`src/lscx_cfg.svh`:
```
`ifndef LSCX_CFG_SVH
`define LSCX_CFG_SVH
`define LSCX_LEN_BYTE 3'h0
`define LSCX_LEN_HALF 3'h1
`define LSCX_LEN_WORD 3'h3
`define LSCX_LEN_DOUBLE 3'h7
`define LSCX_SEG_HI 3'h7
`define LSCX_UNMAP_LO 3'h4
`define LSCX_UNMAP_HI 3'h5
`define LSCX_UNMAP_CACHED 3'h4
`define LSCX_CCA_CACHED 3'h3
`define LSCX_CCA_UNCACHED 3'h2
`define LSCX_PHYS_MASK 32'h1FFFFFFF
`define LSCX_MAP_PAGE_BITS 12
`endif

```
`src/lscx_pkg.sv`:
```
package lscx_pkg;
   typedef enum logic [2:0] {
      lscx_op_none,
      lscx_op_word_in,
      lscx_op_double_in,
      lscx_op_word_out,
      lscx_op_double_out,
      lscx_op_function
   } lscx_op_t;

   typedef struct packed {
      logic valid;
      lscx_op_t op;
      logic [1:0] unit;
      logic [4:0] reg_select;
      logic [63:0] data;
      logic [24:0] function_code;
   } lscx_cop_req_t;

   typedef struct packed {
      logic valid;
      logic [31:0] virtual_location;
      logic fetch_or_data_select;
      logic load_or_store_select;
      logic [2:0] transfer_byte_count_code;
      logic big_endian;
      logic double_unit;
   } lscx_xlate_req_t;

   typedef struct packed {
      logic valid;
      logic fault;
      logic [31:0] phys_location;
      logic [2:0] cache_coherency_attribute;
      logic [7:0] byte_enable;
   } lscx_xlate_rsp_t;

   typedef struct packed {
      logic valid;
      logic [31:0] sum;
      logic overflow_trap;
      logic write_dest;
   } lscx_add_rsp_t;
endpackage

```
`src/lscx_core.sv`:
```
// Overview of operation
// - Checked add sums 33-bit sign-extended operands; top bits differing traps, no write.
// - Multi-byte objects are addressed by their lowest byte address, any ordering.
// - Addressed byte is most significant when big-endian, least when little-endian.
// - Active bytes come from length code plus two or three low address bits.
// - Coprocessor load word sends a 32-bit word and register specifier to the unit.
// - Coprocessor load doubleword sends a 64-bit value and register specifier.
// - Coprocessor operation forwards the function field to the selected unit.
// - Translation takes address, fetch/data and load/store; gives physical and attribute.
// - Unmapped regions derive physical address and attribute straight from the address.
// - Mapped regions use the lookup; a miss or forbidden access faults.
// - Length code is byte count minus one, 0 to 7.
`timescale 1ns/1ps
`default_nettype none
`include "lscx_cfg.svh"
module lscx_core #(
   parameter int MAP_ENTRIES = 4
) (
   input wire logic clk_sys,
   input wire logic rstn,
   // Checked / wraparound add
   input wire logic add_valid,
   input wire logic add_checked,
   input wire logic [31:0] add_a,
   input wire logic [31:0] add_b,
   output logic [$bits(lscx_pkg::lscx_add_rsp_t)-1:0] add_rsp,
   // Translation
   input wire logic [$bits(lscx_pkg::lscx_xlate_req_t)-1:0] xlate_req,
   output logic [$bits(lscx_pkg::lscx_xlate_rsp_t)-1:0] xlate_rsp,
   // Mapping table entries, written through these ports whenever map_wr is high
   input wire logic map_wr,
   input wire logic [1:0] map_idx,
   input wire logic [19:0] map_vpn,
   input wire logic [19:0] map_pfn,
   input wire logic map_writable,
   input wire logic map_fetchable,
   input wire logic [2:0] map_cca,
   // Coprocessor command from the pipeline
   input wire logic cmd_valid,
   input wire logic [2:0] cmd_op,
   input wire logic [1:0] cmd_unit,
   input wire logic [4:0] cmd_reg_select,
   input wire logic [63:0] cmd_data,
   input wire logic [24:0] cmd_function_code,
   output logic cmd_ready,
   // Coprocessor side
   output logic [$bits(lscx_pkg::lscx_cop_req_t)-1:0] cop_req,
   input wire logic cop_ack,
   input wire logic [63:0] cop_store_data,
   output logic store_valid,
   output logic [63:0] store_data
);
   import lscx_pkg::*;

   typedef struct packed {
      logic [MAP_ENTRIES-1:0] map_valid;
      logic [MAP_ENTRIES-1:0][19:0] map_vpn_tab;
      logic [MAP_ENTRIES-1:0][19:0] map_pfn_tab;
      logic [MAP_ENTRIES-1:0] map_w;
      logic [MAP_ENTRIES-1:0] map_x;
      logic [MAP_ENTRIES-1:0][2:0] map_attr;
      lscx_add_rsp_t add_o;
      lscx_xlate_rsp_t xl_o;
      lscx_cop_req_t cop_o;
      logic busy;
      logic idle;
      logic st_valid;
      logic [63:0] st_data;
   } lscx_state_t;

   lscx_state_t state;
   lscx_state_t next_state;
   lscx_xlate_req_t xr;
   lscx_op_t op_in;
   logic [32:0] temp;
   logic [MAP_ENTRIES-1:0] hit_vec;
   logic [MAP_ENTRIES-1:0] ok_vec;

   assign xr = lscx_xlate_req_t'(xlate_req);
   assign op_in = lscx_op_t'(cmd_op);

   // Byte lanes: lowest address names the object; big-endian mirrors lanes
   function automatic logic [7:0] lane_mask(input logic [2:0] len, input logic [2:0] lo,
                                            input logic be, input logic dbl);
      logic [7:0] m;
      logic [3:0] first;
      m = 8'h00;
      for (int i = 0; i < 8; i++) begin
         first = {1'b0, i[2:0]} - {1'b0, lo};
         if (i[2:0] >= lo && first <= {1'b0, len}) begin
            m[i] = 1'b1;
         end
      end
      if (!dbl) begin
         m[7:4] = 4'h0;
         if (be) begin
            m[3:0] = {m[0], m[1], m[2], m[3]};
         end
      end else if (be) begin
         m = {m[0], m[1], m[2], m[3], m[4], m[5], m[6], m[7]};
      end
      return m;
   endfunction

   assign temp = {add_a[31], add_a} + {add_b[31], add_b};

   genvar g;
   generate
      for (g = 0; g < MAP_ENTRIES; g++) begin : g_map
         assign hit_vec[g] = state.map_valid[g] &&
                             state.map_vpn_tab[g] == xr.virtual_location[31:`LSCX_MAP_PAGE_BITS];
         assign ok_vec[g] = (!xr.load_or_store_select || state.map_w[g]) &&
                            (xr.fetch_or_data_select || state.map_x[g]);
      end
   endgenerate

   always_comb begin
      logic [2:0] seg;
      logic [2:0] lo;
      seg = xr.virtual_location[31:29];
      lo = xr.double_unit ? xr.virtual_location[2:0] : {1'b0, xr.virtual_location[1:0]};
      next_state = state;
      if (map_wr) begin
         next_state.map_valid[map_idx] = 1'b1;
         next_state.map_vpn_tab[map_idx] = map_vpn;
         next_state.map_pfn_tab[map_idx] = map_pfn;
         next_state.map_w[map_idx] = map_writable;
         next_state.map_x[map_idx] = map_fetchable;
         next_state.map_attr[map_idx] = map_cca;
      end
      next_state.add_o.valid = add_valid;
      next_state.add_o.sum = temp[31:0];
      next_state.add_o.overflow_trap = add_valid && add_checked && (temp[32] != temp[31]);
      next_state.add_o.write_dest = add_valid && !(add_checked && (temp[32] != temp[31]));
      next_state.xl_o = '0;
      next_state.xl_o.valid = xr.valid;
      next_state.xl_o.byte_enable = lane_mask(xr.transfer_byte_count_code, lo,
                                              xr.big_endian, xr.double_unit);
      if (seg >= `LSCX_UNMAP_LO && seg <= `LSCX_UNMAP_HI) begin
         // Unmapped windows: strip the segment bits, attribute by window
         next_state.xl_o.phys_location = xr.virtual_location & `LSCX_PHYS_MASK;
         next_state.xl_o.cache_coherency_attribute = (seg == `LSCX_UNMAP_CACHED) ?
            `LSCX_CCA_CACHED : `LSCX_CCA_UNCACHED;
      end else begin
         next_state.xl_o.fault = xr.valid && ((hit_vec & ok_vec) == '0);
         for (int i = 0; i < MAP_ENTRIES; i++) begin
            if (hit_vec[i]) begin
               next_state.xl_o.phys_location = {state.map_pfn_tab[i],
                  xr.virtual_location[`LSCX_MAP_PAGE_BITS-1:0]};
               next_state.xl_o.cache_coherency_attribute = state.map_attr[i];
            end
         end
         if (next_state.xl_o.fault) begin
            next_state.xl_o.byte_enable = 8'h00;
         end
      end
      next_state.st_valid = 1'b0;
      if (state.busy) begin
         if (cop_ack) begin
            next_state.busy = 1'b0;
            next_state.cop_o.valid = 1'b0;
            if (state.cop_o.op == lscx_op_word_out) begin
               next_state.st_valid = 1'b1;
               next_state.st_data = {32'h0, cop_store_data[31:0]};
            end else if (state.cop_o.op == lscx_op_double_out) begin
               next_state.st_valid = 1'b1;
               next_state.st_data = cop_store_data;
            end
         end
      end else if (state.idle && cmd_valid && op_in != lscx_op_none) begin
         next_state.busy = 1'b1;
         next_state.cop_o.valid = 1'b1;
         next_state.cop_o.op = op_in;
         next_state.cop_o.unit = cmd_unit;
         next_state.cop_o.reg_select = cmd_reg_select;
         next_state.cop_o.function_code = (op_in == lscx_op_function) ? cmd_function_code : 25'h0;
         unique case (op_in)
            lscx_op_word_in: next_state.cop_o.data = {32'h0, cmd_data[31:0]};
            lscx_op_double_in: next_state.cop_o.data = cmd_data;
            default: next_state.cop_o.data = 64'h0;
         endcase
      end
      // Ready is its own flop so the port never sees a gate; low until the first edge after reset
      next_state.idle = !next_state.busy;
   end

   always_ff @(posedge clk_sys or negedge rstn) begin
      if (!rstn) begin
         state <= '0;
      end else begin
         state <= next_state;
      end
   end

   assign add_rsp = state.add_o;
   assign xlate_rsp = state.xl_o;
   assign cop_req = state.cop_o;
   assign cmd_ready = state.idle;
   assign store_valid = state.st_valid;
   assign store_data = state.st_data;
endmodule
`default_nettype wire

```
`config.mk`:
```
export PLATFORM = sky130hd
export DESIGN_NAME = lscx_core
export DESIGN_NICKNAME = d
export VERILOG_FILES = /design/src/lscx_pkg.sv /design/src/lscx_core.sv
export VERILOG_INCLUDE_DIRS = /design/src
export SDC_FILE = /design/constraint.sdc
export NUM_CORES = 1
export LEC_CHECK = 0
export BUFFER_PORTS_ARGS = -buffer_cell sky130_fd_sc_hd__buf_4
export CORE_ASPECT_RATIO = 0.5
export CORE_MARGIN = 5
export CORE_UTILIZATION = 35
export DETAILED_ROUTE_END_ITERATION = 7
export PLACE_DENSITY = 0.66
export SYNTH_ARGS = -nofsm -noshare
export SYNTH_HDL_FRONTEND = slang
export SYNTH_SLANG_ARGS = --single-unit
```
`constraint.sdc`:
```
create_clock -name clk_sys -period 4.95 [get_ports clk_sys]
set_input_delay 1.2375 -clock clk_sys [delete_from_list [all_inputs] [get_ports clk_sys]]
set_output_delay 1.2375 -clock clk_sys [all_outputs]
set_load 0.05 [all_outputs]
```
* After elaboration in Yosys (flattened, before gate mapping)
Index checks and enable logic that the tools add are counted.
Cells by class: add/sub/neg operators 9, order comparisons 20, equal/unequal tests 12, mux-type cells 43, bitwise operators 3, reductions and logical operators 43
Operators with widths (number):
- $mux W65 | 4
- $mux W35 | 5
- $bwmux W80 | 2
- $pmux W64 S2 | 1
- $mux W101 | 1
- $eq A20 B20 Y1 | 4
- $demux W20 S2 | 1
- $add A32 B32 Y33 | 1
- $le A4 B3 Y1 | 8
- $mux W8 | 4
- $logic_and A1 B1 Y1 | 25
- $mux W25 | 1
- $mux W20 | 1
- $sub A3 B3 Y4 const A | 4
- $mux W1 | 15
- $bwmux W12 | 1
- $ge A3 B3 Y1 const A | 4
- $eq A3 B3 Y1 const B | 3
- $bwmux W4 | 2
- $logic_or A1 B1 Y1 | 8
- $sub A1 B3 Y4 const A | 2
- $sub A2 B3 Y4 const A | 2
- $demux W3 S2 | 1
- $eq A3 B2 Y1 const B | 2
- other kinds (21) | 28
Storage, ports and cells: register bits after elaboration 431, input port bits 321, output and inout bits 246, word-level logic and storage cells 164

* Logic depth before layout (Yosys ltp)
Gate-level depths: netlist of the first run.
depth in word-level cells 9, gate-level depth with buffers 12, mapped depth without buffers 11

* Worst setup path before layout of the first run
OpenSTA, ideal clock, no wires.
path type input port to flip-flop, start input port add_a[0], end register state, in the netlist add_rsp[1], library setup time 120 ps, arrival 3580 ps, required time 4830 ps, path slack 1250 ps, cell stages on the path 11, path buffers 0, cells stage by stage ha_1 fa_1 a21o_1 a31o_2 nand4b_1 a41oi_1 a41o_1 o41a_1 a41oi_2 xnor2_1 and3_1
RTL lines:
- start, declared | line lscx_core.sv:24 | input wire logic [31:0] add_a,
- end signal, assigned | line lscx_core.sv:191 | state <= next_state;
- end, declared | line lscx_core.sv:71 | lscx_state_t state;

==> flow_summary.json, run 1 <==
{
  "syn_avg_cell_area_sq_um": 11.2,
  "holdBufCountCts": 0,
  "synth-edff-count": 0,
  "port_buffers": 566,
  "drtIter0Drc": 830,
  "synthesis.nets": 2242,
  "stdcell_area_sq_um": 25700,
  "die_area_sq_um": 65200,
  "yosys.area.top_type": "dfrtp_1",
  "avgViaCountPerCell": 4.84,
  "critPathCaptureType": "flip-flop",
  "fin_crit_sh_pct": 72.5,
  "cts_buffers": 44,
  "grt_max_degree": 124,
  "htreeDepth": 2,
  "pin_count": 567,
  "fmax_mhz": 279,
  "slew_headroom_pct": 35.2,
  "hp-class": "flip-flop to flip-flop",
  "worstRegToRegCells": 10,
  "grt.total_usage_pct": 18.2,
  "yosysSeqAreaShare_pct": 51.5,
  "final_layout_size_suffix_gt1_share_pct": 39.6,
  "yosys_warnings": 0,
  "grt_antenna_before_repair": 4,
  "final_antenna_net_count": 0,
  "worstHoldStart": "store_data[13]",
  "cts_root_buf": "clkbuf_16",
  "power_density_nw_per_um2": 492,
  "grt_pass1_wl_mm": 92.3,
  "synth.most_common_cell": "dfrtp_1",
  "grt_pass1_vias": 14900,
  "cts_resized": 0,
  "r2r-end": "xlate_rsp[31]",
  "hold_end": "store_data[13]",
  "holdPathStages": 2,
  "synth_common_cells": "dfrtp_1 (431), buf_4 (245), mux2_2 (190)",
  "synth_area_sq_um": 21000,
  "final_nets": 2541,
  "synth_area_leaders": "dfrtp_1 (51%), mux2_2 (10%), buf_4 (8.8%), a22o_1 (4.1%), nand2_1 (3.3%)",
  "die_x_microns": 356,
  "synth_top_area_share_pct": 51.5,
  "cts.path.max_buffers": 3,
  "finClkSkew_ns": 0.0233,
  "synth.distinct_cells": 64,
  "start_util_pct": 35.4,
  "rows": 63,
  "status": "finished clean",
  "dpl.hpwl_mm": 45.6,
  "first_pass_iters": 5,
  "drt-total-wl_mm": 61.5,
  "place_congestion": 0.914,
  "core_area_sq_um": 59300,
  "drv_slew": 0,
  "tightestPinTransition_ns": 0.971,
  "synthCells": 1867,
  "grt_overflow": 0,
  "insertion_delay_ns": 0.57,
  "finalHoldViolCount": 0,
  "fin_ws_ns": 1.36,
  "ys_seq_elements": 431,
  "totalPowerFinal_uw": 12700,
  "tns_ns": 0,
  "cts.clk_slew.worst_paths_ns": 0.06,
  "path_class": "primary input to flip-flop",
  "required_ns": 5.45,
  "fin_crit_ns": 3.59,
  "dpl_worst_slack_ns": 0.761,
  "cp_max_fo": 3,
  "drc": 0,
  "placed_cell_area_sq_um": 24300,
  "setup_violations": 0,
  "cts_tree": "yes",
  "p_leak_uw": 0.0124,
  "ys.flop_type": "dfrtp_1",
  "rsz0062_at_grt": "no",
  "r2r-start": "state[366]",
  "critPathLaunchType": "primary input",
  "vdd_drop_max_mv": 0.294,
  "cap_violations": 0,
  "place_inst": 2932,
  "post-cts-setup-buffer-count": 0,
  "area_delta_synth_final_pct": 22.8,
  "post_drt_wl_per_cell_microns": 20.4,
  "final_cells": 3010,
  "synth-async-reset-ratio_pct": 100,
  "worst-r2r-setup-slack_ns": 2.14,
  "vias": 14600,
  "arrival_ns": 4.09,
  "die_h_microns": 183,
  "clock_sinks": 431
}
==> kinds of logic (layout without fill, tap and decap cells) <==
family,Yosys count,after routing,share of synthesized area [%]
AO/OA/AOI/OAI,320,320,10.8
XOR/XNOR,113,113,4.72
flip-flops,431,431,51.5
other,0,4,0
adder cells (fa/ha/maj),54,54,3.26
multiplexers,198,198,10.6
AND/OR/NAND/NOR,362,362,7.77
buffers and inverters,389,716,11.4
==> state kept, by name (all words and copies together) (netlist names) <==
register     cells
cop_req        100
add_rsp         35
store_valid      1
state          185
store_data      64
cmd_ready        1
xlate_rsp       45
==> worst max-delay path by stage <==
stage / start / endpoint / slack, ns / cells after the start
floorplan: add_a[0] / add_rsp[1] / 1.25 / 11
global placement: add_a[0] / add_rsp[1] / 0.81 / 12
detailed placement: add_a[0] / add_rsp[1] / 0.76 / 12
CTS: add_a[0] / add_rsp[1] / 1.35 / 12
global route: add_a[15] / add_rsp[1] / 1.14 / 11
finish: add_a[0] / add_rsp[1] / 1.36 / 12
==> stage by stage <==
stage | util (%) | hold slack [ns]
4_1_cts | 43.4 | 0.474
3_3_place_gp | 41.0 | 0.450
3_5_place_dp | 41.0 | 0.455
2_1_floorplan | - | 0.434
5_1_grt | 43.4 | 0.477
6_report | 43.4 | 0.473
==> critical path, stage by stage <==
cell	delay, ns
buf_4	0.11
ha_1	0.23
fa_1	0.43
a21o_1	0.21
a31o_2	0.26
nand4b_1	0.12
a41oi_1	0.20
a41o_1	0.32
o41a_1	0.38
a41oi_2	0.22
xnor2_1	0.18
and3_1	0.19
==> layer usage <==
layer  part of all wire, %  vias up  track usage, %
met5                     0        -               0
met4                   2.5        0            5.37
met3                   3.9       91            2.99
met2                    53      295            33.4
met1                    40     7407            22.1
li1                      -     6782               -
==> final cells by class <==
class	count	area (sq um)
fill	5581	33500
sequential	431	10800
multi-input combinational	1047	7830
timing repair buffer	594	4500
clock buffer	62	1270
tap	812	1020
inverter	48	180
clock inverter	12	138
antenna	4	10.0
==> placed cells by master (no fill, tap or decap), drive strengths merged, types with 6 or more instances in the layout <==
cell type / synthesis / layout
buf: 257 / 594
dfrtp: 431 / 431
mux2: 190 / 190
nand2: 186 / 186
a22o: 98 / 98
xnor2: 79 / 79
nor2: 65 / 65
clkbuf: 84 / 62
a21oi: 61 / 61
o21ai: 54 / 54
ha: 53 / 53
inv: 47 / 47
xor2: 34 / 34
a31oi: 25 / 25
a211oi: 25 / 25
nor3: 22 / 22
nand4: 17 / 17
and2: 16 / 16
a21o: 14 / 14
nor4: 13 / 13
nand3: 12 / 12
clkinv: 1 / 10
and3: 8 / 8
mux2i: 8 / 8
nand2b: 7 / 7
o211ai: 7 / 7
o21bai: 6 / 6
nor2b: 6 / 6
==> where the power goes <==
group	internal, uW	switching [uW]	leakage, uW
Sequential	4320	469	0.00537
Combinational	1580	3010	0.00631
Clock	1850	1440	0.000683
Total	7740	4920	0.0124
Power figures use the tool's default switching activity.
==> inputs of run 2 (changes only) <==
--- a/config.mk
+++ b/config.mk
@@ -11,7 +11,7 @@
 export CORE_MARGIN = 5
 export CORE_UTILIZATION = 35
 export DETAILED_ROUTE_END_ITERATION = 7
-export PLACE_DENSITY = 0.66
+export PLACE_DENSITY = 0.68
 export SYNTH_ARGS = -nofsm -noshare
 export SYNTH_HDL_FRONTEND = slang
 export SYNTH_SLANG_ARGS = --single-unit
==> constraint.sdc (replaced) <==
create_clock -name clk_sys -period 3.15 [get_ports clk_sys]
set_input_delay 0.7875 -clock clk_sys [delete_from_list [all_inputs] [get_ports clk_sys]]
set_output_delay 0.7875 -clock clk_sys [all_outputs]
set_load 0.05 [all_outputs]
==> run 2 against run 1 <==
Net effect:
- flip-flop and latch count did not move
- highest routed layer unchanged
- critical path type unchanged
- final cell count rose by 2.9%
- via count rose by 2.3%
- clock skew fell by 0.0085 ns
- worst hold slack got worse by 0.27 ns
- utilization rose by 1.5 points
==> flow_summary.json, run 2 (synthesized netlist as in run 1, its figures left out) <==
{
  "status": "finished clean",
  "slew_headroom_pct": 51.5,
  "arrival_ns": 3.50,
  "cts_buffers": 43,
  "required_ns": 3.64,
  "port_buffers": 566,
  "fin_crit_sh_pct": 95.6,
  "grt_pass1_wl_mm": 94.1,
  "insertion_delay_ns": 0.56,
  "dpl.hpwl_mm": 47.3,
  "drc": 0,
  "grt_max_degree": 75,
  "drt-total-wl_mm": 62.1,
  "rsz0062_at_grt": "no",
  "fin_crit_ns": 3.01,
  "final_nets": 2626,
  "critPathLaunchType": "primary input",
  "post_drt_wl_per_cell_microns": 20.0,
  "avgViaCountPerCell": 4.81,
  "core_area_sq_um": 59300,
  "cts.path.max_buffers": 3,
  "cts_resized": 0,
  "hp-class": "primary input to async pin",
  "final_antenna_net_count": 0,
  "largest_reg_flops": 185,
  "first_pass_iters": 5,
  "start_util_pct": 35.4,
  "power_density_nw_per_um2": 759,
  "p_leak_uw": 0.0129,
  "grt_antenna_before_repair": 3,
  "cp_max_fo": 3,
  "finClkSkew_ns": 0.0147,
  "fillers": 5482,
  "layout_commonest_cell": "buf_4",
  "tightestPinTransition_ns": 0.728,
  "final_cell_mix": "buf_4 (662), dfrtp_1 (431), mux2_2 (190)",
  "fmax_mhz": 332,
  "area_delta_synth_final_pct": 26.9,
  "whs_ns": 0.208,
  "final_layout_size_suffix_gt1_share_pct": 42.1,
  "regArea_sq_um": 10800,
  "drv_slew": 0,
  "cts_tree": "yes",
  "rows": 63,
  "finalHoldViolCount": 0,
  "die_h_microns": 183,
  "die_area_sq_um": 65200,
  "post-cts-setup-buffer-count": 0,
  "htreeDepth": 2,
  "holdBufCountCts": 0,
  "grt.total_usage_pct": 18.5,
  "dpl_worst_slack_ns": -0.422,
  "place_congestion": 0.889,
  "vias": 14900,
  "drtIter0Drc": 1042,
  "die_x_microns": 356,
  "stdcell_area_sq_um": 26600,
  "grt_overflow": 0,
  "setup_violations": 0,
  "grt_pass1_vias": 15500,
  "cap_violations": 0,
  "path_class": "primary input to flip-flop",
  "cts_root_buf": "clkbuf_16",
  "pin_count": 567,
  "vdd_drop_max_mv": 0.600,
  "clock_sinks": 431,
  "cts.clk_slew.worst_paths_ns": 0.07,
  "critPathCaptureType": "flip-flop",
  "placed_cell_area_sq_um": 25100,
  "regMostFlops": "state",
  "fin_ws_ns": 0.138,
  "multi_input_area_sq_um": 7830
}
-- run 2: path summary, 6_finish.rpt --
path                          startpoint            end  slack [ns]  cells after the start
max in group asynchronous           rstn  xlate_rsp[29]        1.93                      2
hold / removal                      rstn     add_rsp[2]        0.21                      1
hold reg to reg               state[428]     state[428]        0.47                      1
setup / recovery                add_a[0]     add_rsp[1]        0.14                     13
min in group clk_sys       xlate_req[39]  xlate_rsp[44]        0.36                      1
setup reg to reg              state[370]   xlate_rsp[8]        0.58                     10
-- run 2: power by group --
group | leakage, uW | internal (uW) | switching, uW | total (uW)
registers | 0.00537 | 6780 | 722 | 7500
logic | 0.00679 | 2600 | 4730 | 7330
clock network | 0.000717 | 3080 | 2270 | 5350
-- run 2: final cells by class --
cell class	count	area share, %
diodes	3	0.0282
clock buffers	59	4.61
clock inverters	17	0.870
inverters	48	0.677
multi-input cells	1047	29.4
flip-flops and latches	431	40.5
well taps	812	3.82
repair buffers	680	20.0
-- run 2: stage by stage --
stage	instances	power, uW	setup TNS, ns	utilization (%)
6_report	3097	20200	0	44.9
5_1_grt	3097	21100	0	44.9
4_1_cts	3094	20400	0	44.9
3_5_place_dp	3018	14900	-1.51	42.4
3_3_place_gp	3018	14800	-1.22	42.4
2_1_floorplan	1867	13400	0	-
-- run 2: critical path, stage by stage --
cell and delay [ns]:
buf_4 0.12, ha_1 0.22, fa_2 0.34, a21o_1 0.18, a31o_2 0.27, nand4b_1 0.12, a41oi_1 0.11, buf_4 0.16
a41o_1 0.19, o41a_1 0.45, a41oi_2 0.19, xnor2_1 0.17, and3_1 0.18
-- run 2: layer usage --
| layer | GRT usage [%] | part of all wire, % |
|---|---|---|
| met4 | 5.34 | 2.8 |
| met5 | 0 | 0 |
| met3 | 3.38 | 4.0 |
| met2 | 33.1 | 52 |
| met1 | 23.0 | 41 |
